### src/rtl/bfc_map.vh
// constants and register map of the boost fault and clock-mode block
// Contract
// an overvoltage-low trip stops the switch and sets its flag; sinks stay on.
// an overvoltage-high trip enters fault recovery and sets its flag.
// reaching the undervoltage level starts a 110 ms timer.
// undervoltage still present at timer expiry enters fault recovery with a flag.
// a static sync pin level enables spread spectrum when high, disables when low.
// a 100 kHz to 2222 kHz sync clock drives the boost with spread disabled.
// a lost sync clock falls back to the internal clock, spread set by pin level.
// the board picks the frequency resistor closest to the external clock.
// the span field gives 3.3, 4.3, 5.3 (default 10) or 7.2 percent deviation.
// the rate field gives 200 (default 00), 500, 800 or 1200 Hz modulation.
// under light load switching cycles are skipped now and then.
// at start-up a sync clock is detected, else the internal clock is used.
// the sync clock is lost after several slowest periods without an edge.
// fault flags stay set until software clears them.
`ifndef BFC_MAP_VH
`define BFC_MAP_VH
// register byte offsets
`define BFC_STATUS_OFF 12'h000
`define BFC_MASK_OFF 12'h004
`define BFC_SPREAD_OFF 12'h008
`define BFC_CTRL_OFF 12'h00c
`define BFC_PERIOD_OFF 12'h010
`define BFC_STATE_OFF 12'h014
// status and mask bit positions
`define BFC_OVL_BIT 0
`define BFC_OVH_BIT 1
`define BFC_UVT_BIT 2
// spread config fields
`define BFC_SPAN_LSB 0
`define BFC_RATE_LSB 2
`define BFC_SPAN_RST 2'h2
`define BFC_RATE_RST 2'h0
// control fields
`define BFC_EN_BIT 0
`define BFC_RECOVER_BIT 1
`define BFC_CTRL_RST 2'h1
// switching period in pclk cycles, 400 kHz
`define BFC_PERIOD_RST 16'h00fa
// timing
`define BFC_CLK_HZ 100000000
`define BFC_UV_TIME_MS 110
`define BFC_SYNC_MIN_KHZ 100
`define BFC_SYNC_MAX_KHZ 2222
`define BFC_LOST_PERIODS 4
`define BFC_SYNC_MIN_CYC (`BFC_CLK_HZ / 1000 / `BFC_SYNC_MAX_KHZ)
`define BFC_SYNC_MAX_CYC (`BFC_CLK_HZ / 1000 / `BFC_SYNC_MIN_KHZ)
`define BFC_LOST_CYC (`BFC_SYNC_MAX_CYC * `BFC_LOST_PERIODS)
`define BFC_UV_CYC (`BFC_CLK_HZ / 1000 * `BFC_UV_TIME_MS)
// spread span factors, deviation = period * k / 1024
`define BFC_SPAN_K0 7'h22
`define BFC_SPAN_K1 7'h2c
`define BFC_SPAN_K2 7'h36
`define BFC_SPAN_K3 7'h4a
// modulation rates and ticks per triangle step (256 steps a period)
`define BFC_RATE_HZ0 200
`define BFC_RATE_HZ1 500
`define BFC_RATE_HZ2 800
`define BFC_RATE_HZ3 1200
`define BFC_TRI_STEPS 256
`define BFC_TRI_AMP 64
`endif

### src/rtl/bfc_sync2.v
// two-flop synchroniser for asynchronous level inputs
`timescale 1ns/10ps
`default_nettype none
module bfc_sync2
#(
    parameter W = 1
)
(
    // clock and reset
    input wire pclk,
    input wire presetn,
    // levels
    input wire [W-1:0] async_in,
    output reg [W-1:0] sync_out
);

reg [W-1:0] meta_reg;

// first stage feeds only the second
always @(posedge pclk or negedge presetn)
begin
    if (!presetn)
    begin
        meta_reg <= {W{1'b0}};
        sync_out <= {W{1'b0}};
    end
    else
    begin
        meta_reg <= async_in;
        sync_out <= meta_reg;
    end
end

endmodule
`default_nettype wire

### src/rtl/bfc_top.v
// boost fault supervision, clock-mode selection and apb registers
`timescale 1ns/10ps
`default_nettype none
`include "bfc_map.vh"
module bfc_top
#(
    parameter UV_CYCLES = `BFC_UV_CYC,
    parameter LOST_CYCLES = `BFC_LOST_CYC
)
(
    // clock and reset
    input wire pclk,
    input wire presetn,
    // apb slave
    input wire psel,
    input wire penable,
    input wire pwrite,
    input wire [11:0] paddr,
    input wire [31:0] pwdata,
    output reg [31:0] prdata,
    output reg pready,
    output reg pslverr,
    // comparators and pins
    input wire ovl_cmp,
    input wire ovh_cmp,
    input wire uv_cmp,
    input wire light_load,
    input wire boost_sync_pin,
    // boost stage
    output reg boost_gate,
    output reg fault_recovery,
    output reg ext_sync_mode,
    output reg spread_active,
    output reg pulse_skip_mode,
    // interrupt
    output reg irq
);

wire [4:0] pins_s;
reg sync_d_reg;
reg [2:0] status_reg;
reg [2:0] mask_reg;
reg [1:0] span_reg;
reg [1:0] rate_reg;
reg [1:0] ctrl_reg;
reg [15:0] period_reg;
reg [23:0] uv_cnt_reg;
reg uv_run_reg;
reg [15:0] gap_reg;
reg [15:0] meas_reg;
reg [1:0] good_reg;
reg [18:0] tick_reg;
reg [7:0] offset_reg;
reg tri_up_reg;
reg [15:0] sw_cnt_reg;
reg skip_tog_reg;
reg [31:0] rd_next;
reg map_hit;
reg [6:0] span_k;
reg [18:0] tick_max;

// integer constants, cut to the width of each use below
localparam integer SYNC_LO_I = `BFC_SYNC_MIN_CYC - 1;
localparam integer SYNC_HI_I = `BFC_SYNC_MAX_CYC - 1;
localparam integer TRI_AMP_I = `BFC_TRI_AMP;
localparam integer TICK0_I = `BFC_CLK_HZ / `BFC_RATE_HZ0 / `BFC_TRI_STEPS;
localparam integer TICK1_I = `BFC_CLK_HZ / `BFC_RATE_HZ1 / `BFC_TRI_STEPS;
localparam integer TICK2_I = `BFC_CLK_HZ / `BFC_RATE_HZ2 / `BFC_TRI_STEPS;
localparam integer TICK3_I = `BFC_CLK_HZ / `BFC_RATE_HZ3 / `BFC_TRI_STEPS;

wire ovl_s = pins_s[0];
wire ovh_s = pins_s[1];
wire uv_s = pins_s[2];
wire load_s = pins_s[3];
wire sync_s = pins_s[4];
wire sync_rise = sync_s & ~sync_d_reg;
wire wr_acc = psel & penable & pready & pwrite & ~pslverr;
wire setup = psel & ~penable & ~pready;
wire uv_expire = uv_run_reg && (uv_cnt_reg == UV_CYCLES[23:0] - 24'h1);
wire [2:0] events = {uv_expire, ovh_s, ovl_s};
// accepted edge interval, fastest to slowest sync clock
wire gap_ok = (gap_reg >= SYNC_LO_I[15:0]) &&
    (gap_reg <= SYNC_HI_I[15:0]);
wire [22:0] dev_full = {7'h00, period_reg} * {16'h0000, span_k};
wire [12:0] dev = dev_full[22:10];
wire signed [21:0] delta_full = $signed({9'h000, dev}) *
    $signed({{14{offset_reg[7]}}, offset_reg});
wire signed [21:0] delta_sh = delta_full >>> 6;
wire [15:0] period_now = spread_active ?
    period_reg + delta_sh[15:0] : period_reg;
wire int_start = (sw_cnt_reg >= period_now - 16'h0001);
wire cycle_start = ext_sync_mode ? sync_rise : int_start;
wire [15:0] half = ext_sync_mode ? {1'b0, meas_reg[15:1]} :
    {1'b0, period_now[15:1]};
wire [15:0] phase = ext_sync_mode ? gap_reg : sw_cnt_reg;
wire blank = ovl_s | fault_recovery | ~ctrl_reg[`BFC_EN_BIT];

// comparator and pin synchroniser
bfc_sync2 #(.W(5)) u_sync
(
    .pclk(pclk),
    .presetn(presetn),
    .async_in({boost_sync_pin, light_load, uv_cmp, ovh_cmp, ovl_cmp}),
    .sync_out(pins_s)
);

// span factor and modulation tick length
always @*
begin
    case (span_reg)
        2'h0: span_k = `BFC_SPAN_K0;
        2'h1: span_k = `BFC_SPAN_K1;
        2'h2: span_k = `BFC_SPAN_K2;
        default: span_k = `BFC_SPAN_K3;
    endcase
    // rate select
    case (rate_reg)
        2'h0: tick_max = TICK0_I[18:0];
        2'h1: tick_max = TICK1_I[18:0];
        2'h2: tick_max = TICK2_I[18:0];
        default: tick_max = TICK3_I[18:0];
    endcase
end

// read mux and address decode
always @*
begin
    rd_next = 32'h0000_0000;
    map_hit = 1'b1;
    case (paddr)
        `BFC_STATUS_OFF: rd_next[2:0] = status_reg;
        `BFC_MASK_OFF: rd_next[2:0] = mask_reg;
        `BFC_SPREAD_OFF: rd_next[3:0] = {rate_reg, span_reg};
        `BFC_CTRL_OFF: rd_next[1:0] = ctrl_reg;
        `BFC_PERIOD_OFF: rd_next[15:0] = period_reg;
        `BFC_STATE_OFF: rd_next[5:0] = {pulse_skip_mode, uv_run_reg,
            spread_active, ext_sync_mode, fault_recovery, boost_gate};
        default: map_hit = 1'b0;
    endcase
end

// apb handshake, no wait states
always @(posedge pclk or negedge presetn)
begin
    if (!presetn)
    begin
        pready <= 1'b0;
        pslverr <= 1'b0;
        prdata <= 32'h0000_0000;
    end
    else if (setup)
    begin
        pready <= 1'b1;
        pslverr <= ~map_hit;
        prdata <= pwrite ? 32'h0000_0000 : rd_next;
    end
    else
    begin
        pready <= 1'b0;
        pslverr <= 1'b0;
    end
end

// configuration registers
always @(posedge pclk or negedge presetn)
begin
    if (!presetn)
    begin
        mask_reg <= 3'h0;
        span_reg <= `BFC_SPAN_RST;
        rate_reg <= `BFC_RATE_RST;
        ctrl_reg <= `BFC_CTRL_RST;
        period_reg <= `BFC_PERIOD_RST;
    end
    else if (wr_acc)
    begin
        if (paddr == `BFC_MASK_OFF)
            mask_reg <= pwdata[2:0];
        // span field
        if (paddr == `BFC_SPREAD_OFF)
        begin
            span_reg <= pwdata[`BFC_SPAN_LSB+1:`BFC_SPAN_LSB];
            rate_reg <= pwdata[`BFC_RATE_LSB+1:`BFC_RATE_LSB];
        end
        if (paddr == `BFC_CTRL_OFF)
            ctrl_reg <= {1'b0, pwdata[`BFC_EN_BIT]};
        if (paddr == `BFC_PERIOD_OFF)
            period_reg <= pwdata[15:0];
    end
end

// sticky status, set beats write-one clear
always @(posedge pclk or negedge presetn)
begin
    if (!presetn)
        status_reg <= 3'h0;
    // sticky flags
    else if (wr_acc && paddr == `BFC_STATUS_OFF)
        status_reg <= (status_reg & ~pwdata[2:0]) | events;
    else
        status_reg <= status_reg | events;
end

// undervoltage timer
always @(posedge pclk or negedge presetn)
begin
    if (!presetn)
    begin
        uv_run_reg <= 1'b0;
        uv_cnt_reg <= 24'h00_0000;
    end
    // timer start
    else if (!uv_s)
    begin
        uv_run_reg <= 1'b0;
        uv_cnt_reg <= 24'h00_0000;
    end
    else if (uv_expire)
        uv_run_reg <= 1'b0;
    else if (uv_run_reg)
        uv_cnt_reg <= uv_cnt_reg + 24'h00_0001;
    else if (uv_cnt_reg == 24'h00_0000)
        uv_run_reg <= 1'b1;
end

// fault recovery state
always @(posedge pclk or negedge presetn)
begin
    if (!presetn)
        fault_recovery <= 1'b0;
    // overvoltage-high
    // undervoltage timeout
    else if (ovh_s || uv_expire)
        fault_recovery <= 1'b1;
    else if (wr_acc && paddr == `BFC_CTRL_OFF && pwdata[`BFC_RECOVER_BIT])
        fault_recovery <= 1'b0;
end

// sync edge interval measurement and lock
always @(posedge pclk or negedge presetn)
begin
    if (!presetn)
    begin
        sync_d_reg <= 1'b0;
        gap_reg <= 16'h0000;
        meas_reg <= 16'h0000;
        good_reg <= 2'h0;
        ext_sync_mode <= 1'b0;
    end
    else
    begin
        sync_d_reg <= sync_s;
        if (sync_rise)
        begin
            gap_reg <= 16'h0000;
            meas_reg <= gap_reg + 16'h0001;
            // detect clock
            // lock in range
            if (!gap_ok)
                good_reg <= 2'h0;
            else if (good_reg != 2'h3)
                good_reg <= good_reg + 2'h1;
            if (gap_ok && good_reg == 2'h3)
                ext_sync_mode <= 1'b1;
            else if (!gap_ok)
                ext_sync_mode <= 1'b0;
        end
        // loss timeout
        else if (gap_reg >= LOST_CYCLES[15:0] - 16'h0001)
        begin
            good_reg <= 2'h0;
            // fall back
            ext_sync_mode <= 1'b0;
        end
        else
            gap_reg <= gap_reg + 16'h0001;
    end
end

// spread triangle modulation
always @(posedge pclk or negedge presetn)
begin
    if (!presetn)
    begin
        tick_reg <= 19'h0_0000;
        offset_reg <= 8'h00;
        tri_up_reg <= 1'b1;
        spread_active <= 1'b0;
    end
    else
    begin
        // pin level
        spread_active <= sync_s & ~ext_sync_mode;
        if (tick_reg >= tick_max - 19'h0_0001)
        begin
            tick_reg <= 19'h0_0000;
            // bounds compared at 8 bits so the lower one is really -64
            if (tri_up_reg && offset_reg == TRI_AMP_I[7:0])
                tri_up_reg <= 1'b0;
            else if (!tri_up_reg && offset_reg == 8'h00 - TRI_AMP_I[7:0])
                tri_up_reg <= 1'b1;
            else if (tri_up_reg)
                offset_reg <= offset_reg + 8'h01;
            else
                offset_reg <= offset_reg - 8'h01;
        end
        else
            tick_reg <= tick_reg + 19'h0_0001;
    end
end

// switching period counter and gate
always @(posedge pclk or negedge presetn)
begin
    if (!presetn)
    begin
        sw_cnt_reg <= 16'h0000;
        skip_tog_reg <= 1'b0;
        pulse_skip_mode <= 1'b0;
        boost_gate <= 1'b0;
    end
    else
    begin
        if (int_start || ext_sync_mode)
            sw_cnt_reg <= 16'h0000;
        else
            sw_cnt_reg <= sw_cnt_reg + 16'h0001;
        // skip alternate cycles
        if (cycle_start)
        begin
            skip_tog_reg <= load_s & ~skip_tog_reg;
            pulse_skip_mode <= load_s;
        end
        // stop switching
        boost_gate <= ~blank & ~(load_s & skip_tog_reg) & (phase < half);
    end
end

// masked interrupt level
always @(posedge pclk or negedge presetn)
begin
    if (!presetn)
        irq <= 1'b0;
    else
        irq <= |(status_reg & mask_reg);
end

endmodule
`default_nettype wire
### config.mk
export PLATFORM = sky130hd
export DESIGN_NAME = bfc_top
export DESIGN_NICKNAME = d
export VERILOG_FILES = /design/src/rtl/bfc_sync2.v /design/src/rtl/bfc_top.v
export VERILOG_INCLUDE_DIRS = /design/src /design/src/rtl
export SDC_FILE = /design/constraint.sdc
export NUM_CORES = 1
export LEC_CHECK = 0
export BUFFER_PORTS_ARGS = -buffer_cell sky130_fd_sc_hd__clkbuf_2
export CAP_MARGIN = 20
export CORE_MARGIN = 2
export CORE_UTILIZATION = 65
export CTS_CLUSTER_DIAMETER = 100
export DETAILED_ROUTE_END_ITERATION = 6
export MAX_ROUTING_LAYER = met4
export PLACE_DENSITY_LB_ADDON = 0.1
export SLEW_MARGIN = 5
export SYNTH_ARGS = -nofsm -noshare
export SYNTH_HDL_FRONTEND = slang
export SYNTH_HIERARCHICAL = 1
export SYNTH_SLANG_ARGS = --single-unit
### constraint.sdc
create_clock -name pclk -period 37.5 [get_ports pclk]
set_input_delay 7.5 -clock pclk [delete_from_list [all_inputs] [get_ports pclk]]
set_output_delay 7.5 -clock pclk [all_outputs]
set_load 0.02 [all_outputs]
==> impl_metrics.yaml, run 1 <==
outcome:
  status: "complete, no violations"
clock_network:
  cts_hold_buf: 0
  clockRootBuffer: "clkbuf_16"
  ctsResizeCount: 0
  h-tree-depth: 4
  insertion_delay_ns: 0.45
  clock_sinks: 165
  path_clk_slew_ns: 0.07
  post_cts_buffers: 0
  cts_tree: "done"
  clockBufferDepth: 2
  cts_buffers: 17
placed_design:
  dp.cells: 2120
  gp_congestion: 0.8923
  place_hpwl_um: 29330
  port_buffers: 61
floorplanning:
  ios: 94
  fp.dieH_um: 164.5
  rows: 58
  core_area_um2: 25250
  dieArea_um2: 27070
  die_w_um: 164.5
  start_util_pct: 66.33
sta:
  hold-worst-slack_ns: 0.3496
  finalCriticalPeriod_ns: 14.35
  fin_setup_tns_ns: 0
  clock_skew_ns: 0.02950
  fmax_mhz: 69.69
  slew_headroom_pct: 26.75
  tightest_slew_ns: 1.071
  fin_crit_sh_pct: 38.26
  setup_viol: 0
  drv_slew: 0
  hold_viol_final: 0
  grt_setup_unrepaired: "no"
global_route:
  overflow: 0
  grt_pass1_vias: 13250
  antenna_found_initial: 0
  grt_max_degree: 72
  grt_pass1_wl_um: 65130
  track_usage_pct: 31.34
setup_path:
  cp_common_cell: "fa_1"
  cp-start-kind: "flip-flop"
  timing.critical_path.to_type: "flip-flop"
  cp_num_cells: 50
  endpoint: "boost_gate"
  cp_num_buf_inv: 5
  critPathKind: "flip-flop to flip-flop"
  critPathRequiredTime_ns: 37.85
  r2r_slack_ns: 23.15
  cp_data_arrival_time_ns: 14.70
  rr_worst_depth: 50
  cp_slowest_cell: "xnor2_1"
  critPathMaxStageDelay_ns: 0.84
  worstReg2RegStart: "span_reg[0]"
  critPathTopFamily: "adder cells"
  startpoint: "span_reg[0]"
  rr_endpoint: "boost_gate"
  path_max_fanout: 15
power:
  ir_drop_v: 0.00005031
  p_leak_nw: 9.078
  power_density_nw_per_um2: 62.68
job:
  cap_violations: 0
synth:
  syn_inst: 1790
  synth_seq_cells: 165
  synth-seq-area-share_pct: 24.72
  async_flop_share_pct: 100.0
  yosys_most_used_dff: "dfrtp_1"
  synth_cell_types: 91
  synth-edff-count: 0
  synth_area_um2: 16750
  yosysWarningCount: 6
  avgSynthCellArea_um2: 9.358
drt:
  ant_nets: 0
  post_drt_wl_per_cell_um: 18.17
  viasPerCell: 6.158
  wl_um: 39130
  first_pass_iters: 6
  drc: 0
  vias: 13260
  drt_iter0_drc: 858
final_layout:
  final_nets: 2157
  finalNonFillerCells: 2153
  synthToLayoutAreaGrowth_pct: 6.364
  drive_gt1_share_pct: 11.31
  largest_reg_flops: 24
hold_path:
  hold_class: "flip-flop to flip-flop"
==> synthesized netlist by cell type (14+ instances only) <==
cell / instances / area (µm²)
ha_1: 185 / 2315
dfrtp_1: 156 / 3904
inv_1: 148 / 555.5
nand2_1: 137 / 514.2
fa_1: 109 / 2182
and2_1: 105 / 656.9
nor2_1: 104 / 390.4
o21ai_0: 72 / 360.4
clkbuf_1: 70 / 262.8
xnor2_1: 66 / 578.1
nand3_1: 56 / 280.3
mux2_2: 52 / 585.6
nor2b_1: 47 / 294.0
xor2_1: 47 / 411.6
a21oi_1: 41 / 205.2
a21o_1: 30 / 225.2
and3_1: 30 / 187.7
a211oi_1: 22 / 165.2
nor3_1: 21 / 105.1
buf_4: 17 / 127.6
or3_1: 17 / 106.4
nand4_1: 16 / 100.1
a22o_1: 14 / 122.6
a31o_2: 14 / 122.6
==> final cells by class <==
type                       count  area, µm²
multi-input combinational   1406      11690
fill                        2052       7437
sequential                   165       4140
inverter                     149      559.3
clock buffer                  17      425.4
tap                          330      412.9
timing repair buffer          70      379.1
clock inverter                15      203.9
antenna                        1      2.502
==> how the worst min path moves through the flow <==
| stage | start | end | depth (start not counted) |
|---|---|---|---|
| floorplan | u_sync/meta_reg[0] | u_sync/sync_out[0] | 0 |
| global placement | u_sync/meta_reg[1] | u_sync/sync_out[1] | 0 |
| detailed placement | u_sync/meta_reg[3] | u_sync/sync_out[3] | 0 |
| CTS | u_sync/meta_reg[3] | u_sync/sync_out[3] | 0 |
| global route | u_sync/meta_reg[4] | u_sync/sync_out[4] | 0 |
| finish | u_sync/meta_reg[3] | u_sync/sync_out[3] | 0 |
==> power by group <==
group / internal [mW] / switching, mW / total [mW] / leakage, nW
clock network: 0.0971 / 0.0875 / 0.185 / 0.301
logic: 0.305 / 0.403 / 0.707 / 6.63
registers: 0.190 / 0.0346 / 0.225 / 2.15
==> kinds of logic after synthesis <==
kind of cell               count (synthesis)  share of synthesized area, %
adders and majority gates                294                         26.84
other                                      2                       0.04483
xor gates and xnor gates                 113                         5.908
buffers and inverters                    242                         5.990
muxes                                     66                         4.407
AOI/OAI and AO/OA                        296                         12.53
and+or+nand+nor                          612                         19.55
DFF                                      165                         24.72
==> metal layers <==
metal | vias up | GRT usage, % | part of all wire [%]
li1 | 6173 | - | -
met1 | 6605 | 41.13 | 44
met2 | 413 | 50.17 | 48
met3 | 67 | 5.550 | 6.3
met4 | 0 | 9.368 | 1.8
met5 | - | - | 0
==> cells in the final DEF, fill, tap and decap left out, types with 9 or more instances in the layout <==
master,n
a211oi_1,22
a21o_1,30
a21oi_1,41
a22o_1,14
a31o_2,14
a31oi_1,13
and2_1,105
and3_1,30
buf_4,9
clkbuf_16,17
clkbuf_2,60
conb_1,25
dfrtp_1,156
dfstp_2,9
fa_1,109
ha_1,185
inv_1,148
mux2_2,52
mux2i_1,13
nand2_1,137
nand2b_1,13
nand3_1,56
nand4_1,16
nor2_1,104
nor2b_1,47
nor3_1,21
nor4_1,12
o21a_1,10
o21ai_0,72
or3_1,17
xnor2_1,66
xor2_1,47
==> per-stage QoR <==
step / power, mW / area [µm²] / worst slack [ns] / utilization [%]
final: 1.117 / 17820 / 23.15 / 70.55
after global routing: 1.216 / 17810 / 22.28 / 70.54
after CTS: 1.114 / 17810 / 23.35 / 70.54
after detailed placement: 0.9234 / 17190 / 23.44 / 68.05
after global placement: 0.8999 / 17190 / 23.70 / 68.05
after floorplan: 0.7807 / 16840 / 24.96 / -
Power figures use the tool's default switching activity.
==> run 2, diff against run 1 <==
- ABC_AREA: unset -> 1
- CORE_UTILIZATION: 65 -> 64
- clock period: 37.5 -> 14.6 ns (I/O delays scaled with it)
==> impl_metrics.yaml, run 2 <==
global_route:
  grt_pass1_wl_um: 73400
  overflow: 0
  grt_max_degree: 63
  track_usage_pct: 33.52
  grt_pass1_vias: 15080
  antenna_found_initial: 1
drt:
  ant_nets: 0
  first_pass_iters: 7
  wl_um: 43890
  viasPerCell: 5.695
  post_drt_wl_per_cell_um: 16.43
  drc: 2
  vias: 15220
  drt_iter0_drc: 1219
clock_network:
  clock_sinks: 165
  cts_tree: "done"
  cts_buffers: 17
  clockBufferDepth: 2
  cts_hold_buf: 0
  ctsResizeCount: 0
  insertion_delay_ns: 0.46
  path_clk_slew_ns: 0.08
  post_cts_buffers: 0
  clockRootBuffer: "clkbuf_16"
  h-tree-depth: 4
floorplanning:
  dieArea_um2: 27970
  die_w_um: 167.3
  start_util_pct: 65.27
  fp.dieH_um: 167.3
  ios: 94
  rows: 59
  core_area_um2: 26130
sta:
  hold_viol_final: 0
  finalCriticalPeriod_ns: 13.29
  fin_setup_tns_ns: 0
  tightest_slew_ns: 1.085
  fmax_mhz: 75.26
  grt_setup_unrepaired: "no"
  setup_viol: 0
  hold-worst-slack_ns: 0.3542
  slew_headroom_pct: 27.42
  fin_crit_sh_pct: 91.01
  fin_ws_ns: 1.313
  drv_slew: 0
  clock_skew_ns: 0.02228
synth:
  synth-edff-count: 0
  synth_area_leaders: "dfrtp_1, ha_1, fa_1"
  synth_commonest_cells: "nand2_1, inv_1, nor2_1"
  yosysTopAreaCell: "dfrtp_1"
  synth_most_common_cell: "nand2_1"
  avgSynthCellArea_um2: 7.511
  netlist.area_leader.share_pct: 22.89
  yosysWarningCount: 6
  async_flop_share_pct: 100.0
  synth_seq_cells: 165
  syn_inst: 2271
  synth_area_um2: 17060
  synth-seq-area-share_pct: 24.27
  synth_cell_types: 55
  yosys_most_used_dff: "dfrtp_1"
outcome:
  violations: "design-rule violations"
  status: "complete, but fails checks"
placed_design:
  gp_congestion: 0.9696
  place_hpwl_um: 34380
  preCtsSetupSlack_ns: 1.680
  port_buffers: 61
setup_path:
  critPathMaxStageDelay_ns: 0.82
  timing.critical_path.to_type: "flip-flop"
  cp_data_arrival_time_ns: 13.63
  cp-start-kind: "flip-flop"
  critPathRequiredTime_ns: 14.94
  critPathKind: "flip-flop to flip-flop"
  cp_slowest_cell: "nor2_1"
  cp_common_cell: "nand2_1"
  path_max_fanout: 16
power:
  p_leak_nw: 9.790
  power_density_nw_per_um2: 101.4
  ir_drop_v: 0.00007596
final_layout:
  final_cell_mix: "nand2_1, inv_1, nor2_1"
  largest_reg_flops: 24
  synthToLayoutAreaGrowth_pct: 7.057
  final_nets: 2671
  drive_gt1_share_pct: 7.149
  final_common_cell: "nand2_1"
job:
  cap_violations: 0
hold_path:
  hold_class: "flip-flop to flip-flop"
==> run 2: cell count changes in the layout (fill, tap and decap cells not counted), moves of 40 or more <==
cell and change:
nor2b_1 -47, nand3_1 +62, nor2_1 +162, nand2_1 +344
mux2_2 -40, a21oi_1 +46, xnor2_1 -47, and2_1 -101
o21ai_0 +53, inv_1 +207
==> run 2: area by class of cell <==
class                      instances  area (µm²)
tap                              335       419.2
inverter                         373        1400
multi-input combinational       1700       11330
clock inverter                    15       197.7
clock buffer                      17       425.4
fill                            2178        7871
timing repair buffer              66       349.1
antenna                            1       2.502
sequential                       165        4140
==> run 2: logic make-up (layout without fill, tap and decap cells) <==
group | count (synthesis) | after routing | synth area share, %
and+or+nand+nor | 1007 | 1007 | 25.27
DFF | 165 | 165 | 24.27
muxes | 12 | 12 | 0.7922
buffers and inverters | 429 | 471 | 9.829
adders and majority gates | 294 | 294 | 26.36
other | 2 | 26 | 0.04403
xor gates and xnor gates | 68 | 68 | 3.624
AOI/OAI and AO/OA | 294 | 294 | 9.807
==> run 2: worst paths after layout <==
path / from / end / slack, ns / cells after the start
max in group asynchronous: presetn / prdata[13] / 11.01 / 2
max reg2reg: span_reg[1] / sw_cnt_reg[9] / 1.31 / 47
min reg2reg: u_sync/meta_reg[2] / u_sync/sync_out[2] / 0.35 / 0
min: u_sync/meta_reg[2] / u_sync/sync_out[2] / 0.35 / 0
min in group asynchronous: presetn / period_reg[8] / 2.39 / 1
max: span_reg[1] / sw_cnt_reg[9] / 1.31 / 47
==> run 2: layer usage <==
metal / global-route usage [%] / part of all wire [%] / vias to the layer above
li1: - / - / 7371
met1: 41.59 / 42 / 7253
met2: 57.46 / 50 / 494
met3: 3.593 / 5.1 / 99
met4: 11.49 / 3.0 / 0
met5: - / 0 / -
==> run 2: critical path: cells and delay by family (launching register included) <==
family	cells	cell delay, ns
flops	1	0.57
simple gates	21	4.15
xor+xnor	2	0.84
compound gates	7	1.81
buf+inv	4	0.22
fa+ha+maj	13	5.58
==> run 2: per-stage QoR <==
stage	cells	cell area [µm²]	power [mW]	utilization, %
final	2672	18260	1.852	69.88
after CTS	2671	18260	1.852	69.87
after global routing	2672	18260	2.000	69.88
after floorplan	2294	17140	1.157	-
after detailed placement	2639	17640	1.363	67.49
after global placement	2639	17640	1.339	67.49
==> run 2: report_power, final <==
group / total, mW / internal (mW) / switching, mW
sequential: 0.553 / 0.498 / 0.0551
combinational: 0.812 / 0.288 / 0.524
clock: 0.486 / 0.236 / 0.250
==> run 3, diff against run 2 <==
- PLACE_DENSITY: unset -> 0.94
- PLACE_DENSITY_LB_ADDON: 0.1 -> unset
==> impl_metrics.yaml, run 3 (synthesis gave the netlist of run 2 again) <==
outcome:
  status: "complete, but fails checks"
  violations: "design-rule violations"
clock_network:
  cts_hold_buf: 0
  clockBufferDepth: 2
  cts_buffers: 17
  cts_tree: "done"
  clockRootBuffer: "clkbuf_16"
  post_cts_buffers: 0
  h-tree-depth: 4
  path_clk_slew_ns: 0.09
  clock_sinks: 165
  insertion_delay_ns: 0.45
  ctsResizeCount: 0
setup_path:
  critPathMaxStageDelay_ns: 0.65
  critPathRequiredTime_ns: 14.92
  rr_endpoint: "sw_cnt_reg[2]"
  cp_common_cell: "nand2_1"
  endpoint: "sw_cnt_reg[2]"
  rr_worst_depth: 48
  cp-start-kind: "flip-flop"
  path_max_fanout: 16
  cp_slowest_cell: "xnor2_1"
  worstReg2RegStart: "span_reg[1]"
  r2r_slack_ns: 1.48
  timing.critical_path.to_type: "flip-flop"
  cp_data_arrival_time_ns: 13.44
  critPathKind: "flip-flop to flip-flop"
  startpoint: "span_reg[1]"
final_layout:
  fin_util_pct: 69.87
  n_antenna_cell: 0
  final_common_cell: "nand2_1"
  synthToLayoutAreaGrowth_pct: 7.034
  largest_reg_flops: 24
  final_nets: 2673
  nFillCells: 1968
  final_cell_mix: "nand2_1, inv_1, nor2_1"
  drive_gt1_share_pct: 7.228
floorplanning:
  dieArea_um2: 27970
  rows: 59
  die_w_um: 167.3
  fp.dieH_um: 167.3
  start_util_pct: 65.27
  core_area_um2: 26130
  ios: 94
power:
  internal-power_mw: 1.020
  power_frac_clock_pct: 25.0
  power.switching_mw: 0.8249
  p_leak_nw: 9.791
  pwr-share-seq_pct: 30.0
  p_sw_share_pct: 44.71
  ir_drop_v: 0.00008956
  combPwrFrac_pct: 45.0
  power_density_nw_per_um2: 101.1
drt:
  ant_nets: 0
  post_drt_wl_per_cell_um: 17.02
  vias: 15860
  wl_um: 45500
  drt_iter0_drc: 1489
  viasPerCell: 5.933
  first_pass_iters: 7
  drc: 12
job:
  cap_violations: 0
sta:
  slew_headroom_pct: 33.61
  fin_crit_sh_pct: 89.85
  tightest_slew_ns: 0.9931
  fin_setup_tns_ns: 0
  setup_viol: 0
  finalCriticalPeriod_ns: 13.12
  grt_setup_unrepaired: "no"
  clock_skew_ns: 0.01430
  hold_viol_final: 0
  fmax_mhz: 76.23
  drv_slew: 0
global_route:
  antenna_found_initial: 0
  grt_pass1_vias: 15900
  grt_max_degree: 65
  overflow: 0
  track_usage_pct: 33.90
  grt_pass1_wl_um: 74810
placed_design:
  gp_congestion: 0.9655
  place_hpwl_um: 35280
  port_buffers: 61
hold_path:
  hold_class: "flip-flop to flip-flop"
-- run 3: critical path: cells and delay by family, from the launching register on --
| family | cells | cell delay (ns) |
|---|---|---|
| AO/OA/AOI/OAI | 6 | 1.58 |
| XOR/XNOR | 2 | 0.85 |
| adder cells (fa/ha/maj) | 13 | 5.59 |
| buffers and inverters | 6 | 0.63 |
| flip-flops | 1 | 0.58 |
| AND/OR/NAND/NOR | 21 | 3.76 |
-- run 3: metrics by stage --
step | worst slack [ns] | area (µm²) | hold slack [ns] | power, mW | instances
2_1_floorplan | 3.785 | 17140 | 0.3312 | 1.157 | 2294
5_1_grt | 0.7240 | 18260 | 0.3594 | 1.979 | 2673
4_1_cts | 1.462 | 18250 | 0.3576 | 1.833 | 2672
6_report | 1.482 | 18260 | 0.3561 | 1.845 | 2673
3_3_place_gp | 2.195 | 17640 | 0.3323 | 1.322 | 2640
3_5_place_dp | 1.657 | 17640 | 0.3373 | 1.366 | 2640
-- run 3: power groups by stage --
stage	Sequential [mW]	Combinational, mW	Clock, mW
detailed placement	0.559	0.807	0
global route	0.558	0.940	0.480
finish	0.553	0.830	0.461
floorplan	0.537	0.619	0
global placement	0.556	0.766	0
CTS	0.551	0.820	0.462
-- run 3: cell type report --
class	instances	area [µm²]	share of cell area (%)
repair buffers	68	364.1	1.994
flip-flops and latches	165	4140	22.68
clock inverters	15	181.4	0.9937
inverters	373	1400	7.669
well taps	335	419.2	2.296
multi-input cells	1700	11330	62.04
clock buffers	17	425.4	2.330
-- run 3: worst min-delay path by stage --
stage | startpoint | end | slack, ns | cells past startpoint
6_report | u_sync/meta_reg[2] | u_sync/sync_out[2] | 0.36 | 0
5_1_grt | u_sync/meta_reg[2] | u_sync/sync_out[2] | 0.36 | 0
4_1_cts | u_sync/meta_reg[2] | u_sync/sync_out[2] | 0.36 | 0
3_5_place_dp | u_sync/meta_reg[2] | u_sync/sync_out[2] | 0.34 | 0
3_3_place_gp | u_sync/meta_reg[4] | u_sync/sync_out[4] | 0.33 | 0
2_1_floorplan | u_sync/meta_reg[0] | u_sync/sync_out[0] | 0.33 | 0
-- run 3: per-layer routing --
| metal | up-vias | wire length, µm | GRT usage [%] |
|---|---|---|---|
| li1 | 7371 | - | - |
| met1 | 7523 | 17790 | 39.50 |
| met2 | 781 | 22280 | 58.43 |
| met3 | 185 | 3408 | 5.152 |
| met4 | 0 | 2012 | 14.82 |
| met5 | - | 0 | - |
